==> src/common/csbi_pkg.sv <==
// Constants and carrier types for the console bus select and interrupt block.
// Assumes one 20 MHz clock; every system bus and terminal pin is asynchronous.
package csbi_pkg;

  // Wishbone byte offsets of the two words
  localparam logic [3:0] CSBI_CFG_OFS  = 4'h0;
  localparam logic [3:0] CSBI_STAT_OFS = 4'h4;

  // Configuration word fields
  localparam int CSBI_BASE_LSB = 0;
  localparam int CSBI_VEC_LSB  = 10;
  localparam int CSBI_INH_BIT  = 16;
  localparam int CSBI_HOLD_BIT = 17;
  localparam int CSBI_LOOP_BIT = 18;

  // Reset values: base pattern for A(12:3), vector jumpers for bits 8:3
  localparam logic [9:0]  CSBI_BASE_RST = 10'h3EE;
  localparam logic [5:0]  CSBI_VEC_RST  = 6'h06;
  localparam logic        CSBI_INH_RST  = 1'h0;
  localparam logic        CSBI_HOLD_RST = 1'h1;
  localparam logic        CSBI_LOOP_RST = 1'h0;
  localparam logic [31:0] CSBI_CFG_RST  = {13'h0000, CSBI_LOOP_RST, CSBI_HOLD_RST,
                                           CSBI_INH_RST, CSBI_VEC_RST, CSBI_BASE_RST};
  localparam logic [31:0] CSBI_CFG_MASK = 32'h0007FFFF;

  // Status word fields
  localparam int CSBI_ST_KDONE = 0;
  localparam int CSBI_ST_KIE   = 1;
  localparam int CSBI_ST_PRDY  = 2;
  localparam int CSBI_ST_PIE   = 3;
  localparam int CSBI_ST_ARMA  = 4;
  localparam int CSBI_ST_ARMB  = 5;
  localparam int CSBI_ST_V2    = 6;
  localparam int CSBI_ST_BUSY  = 7;

  // System bus decode
  localparam logic [4:0] CSBI_ADDR_TOP  = 5'h1F;
  localparam logic [1:0] CSBI_CTL_DATI  = 2'h0;
  localparam logic [1:0] CSBI_CTL_DATIP = 2'h1;
  localparam logic [1:0] CSBI_CTL_DATO  = 2'h2;
  localparam logic [1:0] CSBI_CTL_DATOB = 2'h3;
  localparam logic [6:0] CSBI_VEC_PAD   = 7'h00;
  localparam logic [1:0] CSBI_VEC_LOW   = 2'h0;

  // Asynchronous pins, sampled together
  typedef struct packed {
    logic [17:0] addr;         // Bus address
    logic [1:0]  ctrl;         // Bus control code
    logic        msyn;         // Master sync
    logic        data_ie;      // Bus data bit 6
    logic        ssyn;         // Slave sync line level
    logic        bbsy;         // Bus busy line level
    logic        bg;           // Incoming bus grant
    logic        npr;          // Non-processor request line
    logic        key_strobe_n; // Keycode latch pulse, low active
    logic        prt_req;      // Printer request level
  } csbi_pins_t;

  localparam csbi_pins_t CSBI_PINS_IDLE = '{addr: 18'h00000, ctrl: 2'h0, msyn: 1'h0,
                                            data_ie: 1'h0, ssyn: 1'h0, bbsy: 1'h0,
                                            bg: 1'h0, npr: 1'h0, key_strobe_n: 1'h1,
                                            prt_req: 1'h0};

  typedef enum {CSBI_IDLE, CSBI_REQ, CSBI_SACK, CSBI_MASTER} csbi_irq_state_t;

endpackage

==> src/logic/csbi_top.sv <==
// Console bus select decode and two-channel vectored interrupt control.
// Assumes asynchronous bus pins and a Wishbone classic master for setup.
//
// How it works
// - Inhibit set means no slave sync answer
// - Address bits 2:1 pick select 0/2/4/6
// - Address bits 12:3 must equal base pattern
// - Default vectors are 060 and 064
// - Six jumper bits set vector bits 8:3
// - Installed jumper reads one, absent zero
// - Channel A requests on done and enable
// - Keyboard enable loads D06 on status write
// - Keycode latch pulse sets keyboard done
// - Loopback lets print strobe set done
// - Request and enable raise bus request
// - Grant gives SACK, then BBSY when idle
// - Printer status D06 write loads printer enable
// - Printer request rising edge sets printer ready
// - Keyboard channel wins over printer channel
// - Vector bit 2 low for A, high B
// - Grant passes through while not requesting
// - Release mastership on processor slave sync
// - No new request until condition drops
// - Hold sequence while jumper on and NPR
//
// Our own choices: the placing of the registers and the Wishbone interface to the registers.
`timescale 1ns/1ns
module csbi_top
  import csbi_pkg::*;
(
  input  wire logic        clk_i,                    // 20 MHz clock
  input  wire logic        rst_i,                    // Sync reset, high
  input  wire logic        wb_cyc_i,                 // Wishbone cycle
  input  wire logic        wb_stb_i,                 // Wishbone strobe
  input  wire logic        wb_we_i,                  // Wishbone write
  input  wire logic [3:0]  wb_adr_i,                 // Byte address
  input  wire logic [31:0] wb_dat_i,                 // Write data
  input  wire logic [3:0]  wb_sel_i,                 // Byte enables
  output logic      [31:0] wb_dat_o,                 // Read data
  output logic             wb_ack_o,                 // Acknowledge
  input  wire csbi_pins_t  pins_i,                   // Async bus and terminal pins
  output logic      [3:0]  select_o,                 // Select lines 0/2/4/6
  output logic             gate_in_o,                // Read gating
  output logic             gate_out_low_o,           // Low byte write gating
  output logic             gate_out_high_o,          // High byte write gating
  output logic             print_strobe_o,           // Print command
  output logic             ssyn_o,                   // Slave sync value
  output logic             ssyn_oe_o,                // Slave sync drive
  output logic             br_o,                     // Bus request
  output logic             bg_out_o,                 // Outgoing grant
  output logic             sack_o,                   // Selection acknowledge
  output logic             bbsy_o,                   // Bus busy value
  output logic             bbsy_oe_o,                // Bus busy drive
  output logic             intr_o,                   // Vector strobe
  output logic      [15:0] data_o,                   // Vector data
  output logic             data_oe_o,                // Vector drive
  output logic             keyboard_done_o,          // Channel A request level
  output logic             printer_ready_o,          // Channel B request level
  output logic             channel_a_enable_level_o, // Channel A enable
  output logic             channel_b_enable_level_o  // Channel B enable
);

  function automatic logic [3:0] sel_decode(input logic [1:0] a);
    sel_decode = 4'h1 << a;
  endfunction

  // Three-stage sampling of all async pins
  csbi_pins_t s1_reg;
  csbi_pins_t s2_reg;
  csbi_pins_t s3_reg;
  csbi_pins_t pin_reg;
  csbi_pins_t pin_next;

  // A bit only changes once stages two and three agree
  assign pin_next = csbi_pins_t'((s2_reg & s3_reg) | (pin_reg & (s2_reg ^ s3_reg)));

  always_ff @(posedge clk_i)
  begin
    if (rst_i)
    begin
      s1_reg  <= CSBI_PINS_IDLE;
      s2_reg  <= CSBI_PINS_IDLE;
      s3_reg  <= CSBI_PINS_IDLE;
      pin_reg <= CSBI_PINS_IDLE;
    end
    else
    begin
      s1_reg  <= pins_i;
      s2_reg  <= s1_reg;
      s3_reg  <= s2_reg;
      pin_reg <= pin_next;
    end
  end

  // Configuration and Wishbone slave
  logic [31:0] cfg_reg;
  logic [31:0] cfg_next;
  logic [31:0] wr_mask;
  logic [31:0] dat_reg;
  logic [31:0] dat_next;
  logic [31:0] stat_w;
  logic        ack_reg;

  wire         wb_hit  = wb_cyc_i & wb_stb_i;
  wire         wb_wr   = wb_hit & ack_reg & wb_we_i & (wb_adr_i == CSBI_CFG_OFS);
  wire  [9:0]  cfg_base = cfg_reg[CSBI_BASE_LSB +: 10];
  wire  [5:0]  cfg_vec  = cfg_reg[CSBI_VEC_LSB +: 6];
  wire         cfg_inh  = cfg_reg[CSBI_INH_BIT];
  wire         cfg_hold = cfg_reg[CSBI_HOLD_BIT];
  wire         cfg_loop = cfg_reg[CSBI_LOOP_BIT];

  genvar b;
  generate
    for (b = 0; b < 4; b++)
    begin : g_lane
      assign wr_mask[8*b +: 8] = {8{wb_sel_i[b]}};
    end
  endgenerate

  // Write lands on the edge the master sees ack
  assign cfg_next = wb_wr ? (((cfg_reg & ~wr_mask) | (wb_dat_i & wr_mask)) & CSBI_CFG_MASK)
                          : cfg_reg;
  assign dat_next = (wb_adr_i == CSBI_CFG_OFS)  ? cfg_reg :
                    (wb_adr_i == CSBI_STAT_OFS) ? stat_w  : 32'h00000000;

  always_ff @(posedge clk_i)
  begin
    if (rst_i)
    begin
      cfg_reg <= CSBI_CFG_RST;
      ack_reg <= 1'b0;
      dat_reg <= 32'h00000000;
    end
    else
    begin
      cfg_reg <= cfg_next;
      ack_reg <= wb_hit & ~ack_reg;
      dat_reg <= (wb_hit & ~ack_reg) ? dat_next : dat_reg;
    end
  end

  assign wb_ack_o = ack_reg;
  assign wb_dat_o = dat_reg;

  // Address selection
  wire       addr_top = pin_reg.addr[17:13] == CSBI_ADDR_TOP;
  wire       addr_hit = addr_top & (pin_reg.addr[12:3] == cfg_base);
  wire       selected = pin_reg.msyn & addr_hit;
  wire [3:0] sel_w    = selected ? sel_decode(pin_reg.addr[2:1]) : 4'h0;
  wire       rd_cyc   = (pin_reg.ctrl == CSBI_CTL_DATI) | (pin_reg.ctrl == CSBI_CTL_DATIP);
  wire       byte_wr  = pin_reg.ctrl == CSBI_CTL_DATOB;
  wire       odd      = pin_reg.addr[0];
  wire       in_w     = selected & rd_cyc;
  wire       olow_w   = selected & ~rd_cyc & ~(byte_wr & odd);
  wire       ohigh_w  = selected & ~rd_cyc & ~(byte_wr & ~odd);
  wire       ssyn_w   = selected & ~cfg_inh;
  wire       print_w  = sel_w[3] & olow_w;

  logic [3:0] select_reg;
  logic       in_reg;
  logic       olow_reg;
  logic       ohigh_reg;
  logic       ssyn_reg;
  logic       print_reg;

  // Actions fire once per bus cycle, on the strobe's leading edge
  wire kie_load   = sel_w[0] & olow_w & ~(select_reg[0] & olow_reg);
  wire pie_load   = sel_w[2] & olow_w & ~(select_reg[2] & olow_reg);
  wire kbb_read   = sel_w[1] & in_w & ~(select_reg[1] & in_reg);
  wire print_edge = print_w & ~print_reg;

  always_ff @(posedge clk_i)
  begin
    if (rst_i)
    begin
      select_reg <= 4'h0;
      in_reg     <= 1'b0;
      olow_reg   <= 1'b0;
      ohigh_reg  <= 1'b0;
      ssyn_reg   <= 1'b0;
      print_reg  <= 1'b0;
    end
    else
    begin
      select_reg <= sel_w;
      in_reg     <= in_w;
      olow_reg   <= olow_w;
      ohigh_reg  <= ohigh_w;
      ssyn_reg   <= ssyn_w;
      print_reg  <= print_w;
    end
  end

  assign select_o        = select_reg;
  assign gate_in_o       = in_reg;
  assign gate_out_low_o  = olow_reg;
  assign gate_out_high_o = ohigh_reg;
  assign ssyn_o          = ssyn_reg;
  assign ssyn_oe_o       = ssyn_reg;
  assign print_strobe_o  = print_reg;

  // Keyboard and printer flags
  logic kdone_reg;
  logic kie_reg;
  logic prdy_reg;
  logic pie_reg;
  logic key_prev_reg;
  logic preq_prev_reg;

  wire key_pulse = key_prev_reg & ~pin_reg.key_strobe_n;
  wire preq_rise = pin_reg.prt_req & ~preq_prev_reg;
  // Set wins over the clear from a buffer read or print command
  wire kdone_next = key_pulse | (cfg_loop & print_edge) | (kdone_reg & ~kbb_read);
  wire prdy_next  = preq_rise | (prdy_reg & ~print_edge);
  wire kie_next   = kie_load ? pin_reg.data_ie : kie_reg;
  wire pie_next   = pie_load ? pin_reg.data_ie : pie_reg;

  always_ff @(posedge clk_i)
  begin
    if (rst_i)
    begin
      kdone_reg     <= 1'b0;
      kie_reg       <= 1'b0;
      prdy_reg      <= 1'b0;
      pie_reg       <= 1'b0;
      key_prev_reg  <= 1'b1;
      preq_prev_reg <= 1'b0;
    end
    else
    begin
      kdone_reg     <= kdone_next;
      kie_reg       <= kie_next;
      prdy_reg      <= prdy_next;
      pie_reg       <= pie_next;
      key_prev_reg  <= pin_reg.key_strobe_n;
      preq_prev_reg <= pin_reg.prt_req;
    end
  end

  assign keyboard_done_o          = kdone_reg;
  assign printer_ready_o          = prdy_reg;
  assign channel_a_enable_level_o = kie_reg;
  assign channel_b_enable_level_o = pie_reg;

  // Interrupt master sequence
  csbi_irq_state_t state_reg;
  csbi_irq_state_t state_next;
  logic            arm_a_reg;
  logic            arm_b_reg;
  logic            v2_reg;
  logic            v2_next;
  logic            br_reg;
  logic            bgo_reg;
  logic            sack_reg;
  logic            bbsy_reg;
  logic     [15:0] data_reg;

  wire cond_a   = kdone_reg & kie_reg;
  wire cond_b   = prdy_reg & pie_reg;
  wire want_a   = cond_a & arm_a_reg;
  wire want_b   = cond_b & arm_b_reg;
  wire want_any = want_a | want_b;
  wire bus_free = ~pin_reg.bbsy & ~pin_reg.ssyn & ~pin_reg.bg;
  wire npr_wait = cfg_hold & pin_reg.npr;
  wire release_w = (state_reg == CSBI_MASTER) & pin_reg.ssyn;
  // Channel disarms on release and rearms only once its condition drops
  wire arm_a_next = ~cond_a | (arm_a_reg & ~(release_w & ~v2_reg));
  wire arm_b_next = ~cond_b | (arm_b_reg & ~(release_w & v2_reg));

  always_comb
  begin
    state_next = state_reg;
    v2_next    = v2_reg;
    unique case (state_reg)
      CSBI_IDLE:
        if (want_any)
          state_next = CSBI_REQ;
      CSBI_REQ:
        if (!want_any)
          state_next = CSBI_IDLE;
        else if (pin_reg.bg)
        begin
          state_next = CSBI_SACK;
          v2_next    = ~want_a;
        end
      CSBI_SACK:
        if (bus_free && !npr_wait)
          state_next = CSBI_MASTER;
      CSBI_MASTER:
        if (pin_reg.ssyn)
          state_next = CSBI_IDLE;
    endcase
  end

  always_ff @(posedge clk_i)
  begin
    if (rst_i)
    begin
      state_reg <= CSBI_IDLE;
      arm_a_reg <= 1'b1;
      arm_b_reg <= 1'b1;
      v2_reg    <= 1'b0;
      br_reg    <= 1'b0;
      bgo_reg   <= 1'b0;
      sack_reg  <= 1'b0;
      bbsy_reg  <= 1'b0;
      data_reg  <= 16'h0000;
    end
    else
    begin
      state_reg <= state_next;
      arm_a_reg <= arm_a_next;
      arm_b_reg <= arm_b_next;
      v2_reg    <= v2_next;
      br_reg    <= state_next == CSBI_REQ;
      bgo_reg   <= (state_next == CSBI_IDLE) & pin_reg.bg;
      sack_reg  <= state_next == CSBI_SACK;
      bbsy_reg  <= state_next == CSBI_MASTER;
      data_reg  <= {CSBI_VEC_PAD, cfg_vec, v2_next, CSBI_VEC_LOW};
    end
  end

  // Vector lines only driven while master; bits 1:0 driven as zero
  assign br_o      = br_reg;
  assign bg_out_o  = bgo_reg;
  assign sack_o    = sack_reg;
  assign bbsy_o    = bbsy_reg;
  assign bbsy_oe_o = bbsy_reg;
  assign intr_o    = bbsy_reg;
  assign data_o    = data_reg;
  assign data_oe_o = bbsy_reg;

  always_comb
  begin
    stat_w                = 32'h00000000;
    stat_w[CSBI_ST_KDONE] = kdone_reg;
    stat_w[CSBI_ST_KIE]   = kie_reg;
    stat_w[CSBI_ST_PRDY]  = prdy_reg;
    stat_w[CSBI_ST_PIE]   = pie_reg;
    stat_w[CSBI_ST_ARMA]  = arm_a_reg;
    stat_w[CSBI_ST_ARMB]  = arm_b_reg;
    stat_w[CSBI_ST_V2]    = v2_reg;
    stat_w[CSBI_ST_BUSY]  = state_reg != CSBI_IDLE;
  end
endmodule

==> config.mk <==
export PLATFORM = sky130hd
export DESIGN_NAME = csbi_top
export DESIGN_NICKNAME = d
export VERILOG_FILES = /design/src/common/csbi_pkg.sv /design/src/logic/csbi_top.sv
export SDC_FILE = /design/constraint.sdc
export NUM_CORES = 1
export LEC_CHECK = 0
export ABC_AREA = 1
export ABC_CLOCK_PERIOD_IN_PS = 3450
export BUFFER_PORTS_ARGS = -buffer_cell sky130_fd_sc_hd__clkbuf_2
export CAP_MARGIN = 10
export CELL_PAD_IN_SITES_DETAIL_PLACEMENT = 0
export CELL_PAD_IN_SITES_GLOBAL_PLACEMENT = 2
export CORE_AREA = 2 2 152 154
export CTS_CLUSTER_SIZE = 40
export DETAILED_ROUTE_END_ITERATION = 6
export DIE_AREA = 0 0 154 156
export GPL_TIMING_DRIVEN = 0
export HOLD_SLACK_MARGIN = 0.12
export PLACE_DENSITY = 0.95
export SLEW_MARGIN = 5
export SYNTH_ARGS = -nofsm -noshare
export SYNTH_HDL_FRONTEND = slang
export SYNTH_SLANG_ARGS = --single-unit
==> constraint.sdc <==
create_clock -name clk_i -period 3.45 [get_ports clk_i]
set_input_delay 0.8625 -clock clk_i [delete_from_list [all_inputs] [get_ports clk_i]]
set_output_delay 0.8625 -clock clk_i [all_outputs]
set_load 0.02 [all_outputs]
==> out/results.tsv, run 1 <==
metric	value	unit
status	complete, no violations	
post-CTS sizing	0	
gr usage total	14.2	%
pin slew with the least headroom to its limit	0.709	ns
f_max	491	MHz
Via-to-Cell Ratio	4.24	
slowest cell delay on critical path	0.46	ns
combinational share of power	3.8	%
Die Y-Extent	156	um
nets@finish	1193	
Top FF cell, synth	dfxtp_1	
max FFs per register	32	
top-area cell type share of the netlist area	54.5	%
# setup viols final	0	
fin. max-slew vios	0	
Critical-path top delay cell	dfxtp_1	
Clock Tree Buf Depth	3	
CTS buffer count	22	
initial antenna violation count	0	
FF-to-FF setup slack	1.69	ns
P per Cell Area	551	nW/um^2
area delta synth->final	22.8	%
CP Max Fanout	5	
Synth Instances	941	
crit path launch	channel_a_enable_level_o	
Yosys Warn Count	0	
reg2reg path depth	5	
Critical Path Stages	1	
Residual DRC	0	
DRT iter0 DRCs	288	
wire length per cell	12.1	um
number of hold buffers added after cts	0	
Worst Path Buf+Inv	1	
DR vias	5905	
cell taking the most area after synthesis	dfxtp_1	
clk sink count	211	
Crit Path Class	reg -> out	
RePlAce Congestion	0.774	
final setup TNS	0	ns
net switching power figure	1060	uW
core area	22400	sq um
total global routing overflow	0	
max_slew headroom	52.4	%
Setup Skew	0.00924	ns
last element of the critical path	channel_a_enable_level_o	
Syn Std Cell Area	7750	sq um
Yosys cell types	35	
IO buf count	106	
Flop pwr share	47.7	%
post-route design area	9530	sq um
Tightest Hold Check Type	reg -> reg	
vias in the first global route	5534	
largest net degree at the start of global routing	14	
post-synthesis sequential area ratio	54.5	%
RSZ-0062 raised after global routing	no	
synthesis-stage register bit count	211	
first-pass GRT wire length	27600	um
placed instance count	1353	
Arr. time, crit path	1.17	ns
Final Critical Period	2.04	ns
Die ar.	24000	sq um
post-route clock period utilization	59.0	%
startpoint types	flip-flop	
final core area utilization	42.6	%
die width	154	um
Crit. End Element	output port	
# diodes	0	
Max Cap Violations	0	
Worst-Skew Late Latency	0.50	ns
fraction of power consumed by the clock network	48.5	%
Final Total Pwr	5250	uW
CTS root buffer	clkbuf_16	
I/O pins	143	
Final Hold Fails	0	
Post-CTS Setup Bufs	0	
VDD IR-drop max	0.000260	V
TritonRoute pass-1 iters	4	
Avg Cell Area, Syn	8.24	sq um
CTS H-tree depth	1	
Req. time, crit path	2.59	ns
internal power	4190	uW
clock-pin slew on the worst setup and hold paths	0.06	ns
layout cells sized above 1	18.1	%
DRT Wirelength	16800	um
worst r2r src	channel_a_enable_level_o	
P_leak	0.00453	uW
reg2reg end	state_reg[30]	
area of placed instances	8720	sq um
Top delay family on crit path	flip-flops	
Post-synth EDFFs	0	
HPWL reported at the end of detailed placement	12800	um
CTS tree	done	
worst-path cell chain	clkbuf_2	
Post-DRT Antenna Nets	0	
initial core utilization	34.7	%
largest cells by area after synthesis	dfxtp_1 54%, nor2_1 9.1%, inv_1 7.5%	
std cell rows	55	
sw frac	20.2	%
final non-filler cell total	1392	
fraction of synthesis flops using an asynchronous set or reset pin	0	%
[worst min-delay path by stage]
stage | from | end | slack [ns] | cells past startpoint
after CTS | s1_reg[13] | s2_reg[13] | 0.40 | 2
after detailed placement | s1_reg[10] | s2_reg[10] | 0.39 | 2
final | s1_reg[10] | s2_reg[10] | 0.40 | 2
after global routing | s1_reg[23] | s2_reg[23] | 0.41 | 2
after floorplan | s1_reg[0] | s2_reg[0] | 0.39 | 2
after global placement | s1_reg[8] | s2_reg[8] | 0.39 | 2
[power groups by stage]
stage	Sequential [uW]	Combinational, uW	Clock (uW)
2_1_floorplan	2550	126	0
3_3_place_gp	2550	204	0
3_5_place_dp	2550	203	0
4_1_cts	2500	206	2610
5_1_grt	2500	230	2720
6_report	2500	202	2540
[worst register-to-register path, delay by kind of cell, from the launching register on]
family                 cells  cell delay, ns
and+or+nand+nor            3            0.41
DFF                        1            0.46
buffers and inverters      2            0.76
[cells by family (layout without fill, tap and decap cells)]
family | Yosys count | count (layout) | share of synthesized area [%]
adders and majority gates | 28 | 28 | 4.52
DFF | 211 | 211 | 54.5
other | 1 | 22 | 0.0484
and+or+nand+nor | 389 | 389 | 21.2
AOI/OAI and AO/OA | 96 | 96 | 7.70
buffers and inverters | 214 | 359 | 11.9
xor gates and xnor gates | 2 | 2 | 0.226
[final cells by class]
type / instances / area, sq um
Fill cell: 2270 / 12800
Sequential cell: 211 / 4220
Multi-Input combinational cell: 537 / 2690
Clock buffer: 35 / 711
Inverter: 158 / 596
Timing Repair Buffer: 106 / 531
Tap cell: 285 / 357
Buffer: 56 / 324
Clock inverter: 4 / 95.1
[cell usage in the layout, fill, tap and decap left out, types with 22 or more instances in the layout]
master and count:
clkbuf_1 27, buf_4 27, nor3_1 27, a21oi_1 41, ha_1 28, o21ai_0 22, nand2_1 115, clkbuf_2 106
nor2_1 188, inv_1 154, nand3_1 28, dfxtp_1 211, conb_1 22, clkbuf_16 23
[synth_stat cells, types with 4 or more instances]
cell type and number:
dfxtp_1 211, nor2_1 188, inv_1 154, nand2_1 115
a21oi_1 41, ha_1 28, nand3_1 28, buf_4 27
nor3_1 27, clkbuf_1 24, o21ai_0 22, a32o_1 12
o211ai_1 10, nor2_2 8, nand4_1 6, a22oi_1 5
a41oi_1 4, buf_2 4, nand2_2 4
[per-stage QoR]
| stage | worst slack, ns | hold WS (ns) |
|---|---|---|
| floorplan | 1.54 | 0.388 |
| global placement | 0.938 | 0.393 |
| detailed placement | 0.924 | 0.393 |
| CTS | 1.40 | 0.403 |
| global route | 1.28 | 0.413 |
| finish | 1.41 | 0.401 |
[routing by layer]
metal  wire length [um]  up-vias  global-route usage, %
met2               7580      131                   23.9
met4                244        0                   3.69
met5                  0        -                      0
li1                   -     3187                      -
met1               8050     2568                   18.7
met3                940       19                   2.53
Power figures use the tool's default switching activity.
==> inputs of run 2 (changes only) <==
--- a/config.mk
+++ b/config.mk
@@ -6,18 +6,18 @@
 export NUM_CORES = 1
 export LEC_CHECK = 0
 export ABC_AREA = 1
-export ABC_CLOCK_PERIOD_IN_PS = 3450
+export ABC_CLOCK_PERIOD_IN_PS = 2000
 export BUFFER_PORTS_ARGS = -buffer_cell sky130_fd_sc_hd__clkbuf_2
 export CAP_MARGIN = 10
 export CELL_PAD_IN_SITES_DETAIL_PLACEMENT = 0
 export CELL_PAD_IN_SITES_GLOBAL_PLACEMENT = 2
-export CORE_AREA = 2 2 152 154
+export CORE_AREA = 2 2 159 161
 export CTS_CLUSTER_SIZE = 40
 export DETAILED_ROUTE_END_ITERATION = 6
-export DIE_AREA = 0 0 154 156
+export DIE_AREA = 0 0 161 163
 export GPL_TIMING_DRIVEN = 0
 export HOLD_SLACK_MARGIN = 0.12
-export PLACE_DENSITY = 0.95
+export PLACE_DENSITY = 0.9
 export SLEW_MARGIN = 5
 export SYNTH_ARGS = -nofsm -noshare
 export SYNTH_HDL_FRONTEND = slang
==> constraint.sdc (replaced) <==
create_clock -name clk_i -period 2 [get_ports clk_i]
set_input_delay 0.5 -clock clk_i [delete_from_list [all_inputs] [get_ports clk_i]]
set_output_delay 0.5 -clock clk_i [all_outputs]
set_load 0.02 [all_outputs]
==> run 2 against run 1 <==
Die area rose by 9.2%. Sequential share of layout area fell by 0.13 points. Register-to-register slack got worse by 1.5 ns. Setup slack got worse by 1.2 ns. Sequential power rose by 73%. Clock-buffer cell count rose by 1. Combinational power rose by 73%. Design area rose by 0.29%. Critical endpoint is now sack_o.
==> out/results.tsv, run 2 (synthesized netlist as in run 1, its figures left out) <==
metric	value	unit	change
FF-to-FF setup slack	0.22	ns	was 1.69 ns
initial core utilization	31.4	%	was 34.7%
Setup Skew	0.0115	ns	was 0.00924 ns
reg2reg end	sack_o		was state_reg[30]
placed instance count	1398		was 1,353
dpl ws	-0.206	ns	was 0.924 ns
WHS Endpoint	s1_reg[1]		was s2_reg[10]
Crit. End Element	flip-flop		was output port
P_leak	0.00452	uW	was 0.00453 uW
final non-filler cell total	1440		was 1,392
most common cell after layout, fill and taps aside	dfxtp_1		unchanged
Via-to-Cell Ratio	4.13		was 4.24
DRT Wirelength	17100	um	was 16,800 um
Final Hold Fails	0		unchanged
Hold Slack	0.187	ns	was 0.401 ns
max FFs per register	32		unchanged
post-CTS sizing	0		unchanged
number of hold buffers added after cts	0		unchanged
std cell rows	58		was 55
final setup TNS	0	ns	unchanged
Post-CTS Setup Bufs	0		unchanged
HPWL reported at the end of detailed placement	12900	um	was 12,800 um
clock-pin slew on the worst setup and hold paths	0.06	ns	about the same
die width	161	um	was 154 um
startpoint types	flip-flop		unchanged
initial antenna violation count	1		was 0
Req. time, crit path	2.42	ns	was 2.59 ns
Arr. time, crit path	2.20	ns	was 1.17 ns
nets@finish	1194		was 1,193
IO buf count	106		unchanged
wire length per cell	11.8	um	was 12.1 um
fraction of power consumed by the clock network	47.4	%	was 48.5%
pin slew with the least headroom to its limit	0.725	ns	was 0.709 ns
CP Max Fanout	10		was 5
first-pass GRT wire length	28300	um	was 27,600 um
gr usage total	13.4	%	was 14.2%
status	complete, no violations		unchanged
Post-DRT Antenna Nets	0		unchanged
RePlAce Congestion	0.808		was 0.774
fin. max-slew vios	0		unchanged
net switching power figure	1850	uW	was 1060 uW
TritonRoute pass-1 iters	5		was 4
final worst slack	0.215	ns	was 1.41 ns
Tightest Hold Check Type	in -> reg		was reg -> reg
P per Cell Area	928	nW/um^2	was 551 nW/um^2
# setup viols final	0		unchanged
CTS H-tree depth	1		unchanged
f_max	560	MHz	
Residual DRC	0		unchanged
post-route clock period utilization	89.2	%	
VDD IR-drop max	0.000437	V	was 0.000260 V
Final Critical Period	1.78	ns	
I/O pins	143		unchanged
worst r2r src	printer_ready_o		was channel_a_enable_level_o
reg2reg path depth	9		was 5
Worst-Skew Late Latency	0.50	ns	about the same
layout cells sized above 1	18.2	%	was 18.1%
Hold Path Cell Cnt	2		unchanged
DRT iter0 DRCs	271		was 288
most frequent cells in the layout	211 x dfxtp_1, 188 x nor2_1, 154 x inv_1		unchanged
Die ar.	26200	sq um	was 24,000 sq um
total global routing overflow	0		unchanged
CTS root buffer	clkbuf_16		unchanged
combinational share of power	3.9	%	was 3.8%
HP Start	pins_i[1]		was s1_reg[10]
clk sink count	211		unchanged
DR vias	5940		was 5,905
CTS tree	done		unchanged
Flop pwr share	48.7	%	was 47.7%
largest net degree at the start of global routing	14		unchanged
sw frac	20.9	%	was 20.2%
final core area utilization	38.7	%	was 42.6%
internal power	7010	uW	was 4190 uW
core area	24700	sq um	was 22,400 sq um
Crit Path Class	reg -> reg		was reg -> out
max_slew headroom	51.3	%	was 52.4%
area delta synth->final	23.2	%	was 22.8%
CTS buffer count	23		was 22
Die Y-Extent	163	um	was 156 um
Clock Tree Buf Depth	3		unchanged
RSZ-0062 raised after global routing	no		unchanged
vias in the first global route	5586		was 5,534
Max Cap Violations	0		unchanged
run 2: stage by stage:
stage | cell area (sq um) | total power (uW)
4_1_cts | 9550 | 9010
6_report | 9550 | 8870
3_5_place_dp | 8780 | 4760
5_1_grt | 9550 | 9230
2_1_floorplan | 7830 | 4620
3_3_place_gp | 8780 | 4760
run 2: cell type report:
class	count	area, sq um
fill	2608	15100
sequential	211	4220
multi-input combinational	537	2690
clock buffer	36	724
inverter	158	596
timing repair buffer	106	531
tap	330	413
buffer	56	324
clock inverter	5	50.0
antenna	1	2.50
run 2: power groups by stage:
stage	logic [uW]	clock network [uW]	registers, uW
floorplan	218	0	4410
global placement	352	0	4410
detailed placement	352	0	4410
CTS	356	4340	4320
global route	398	4510	4320
finish	349	4200	4320
run 2: worst max path at each step:
stage / from / endpoint
after global placement: rst_i / s1_reg[26]
after CTS: printer_ready_o / sack_o
after floorplan: printer_ready_o / br_o
after global routing: pin_reg[27] / keyboard_done_o
final: printer_ready_o / sack_o
after detailed placement: rst_i / s1_reg[26]
run 2: critical path, stage by stage (launching register included):
cell     delay, ns
dfxtp_1       0.46
nand3_1       0.17
nand2_4       0.17
inv_4         0.07
buf_6         0.15
nand2_2       0.06
nand2_1       0.06
nor2_2        0.15
nand4_2       0.18
nor3_1        0.23
run 2: layer usage:
layer | global-route usage (%) | up-vias | share of wire [%]
li1 | - | 3193 | -
met1 | 18.0 | 2562 | 48
met2 | 21.8 | 155 | 44
met3 | 2.52 | 30 | 6.5
met4 | 4.02 | 0 | 2.3
met5 | 0 | - | 0
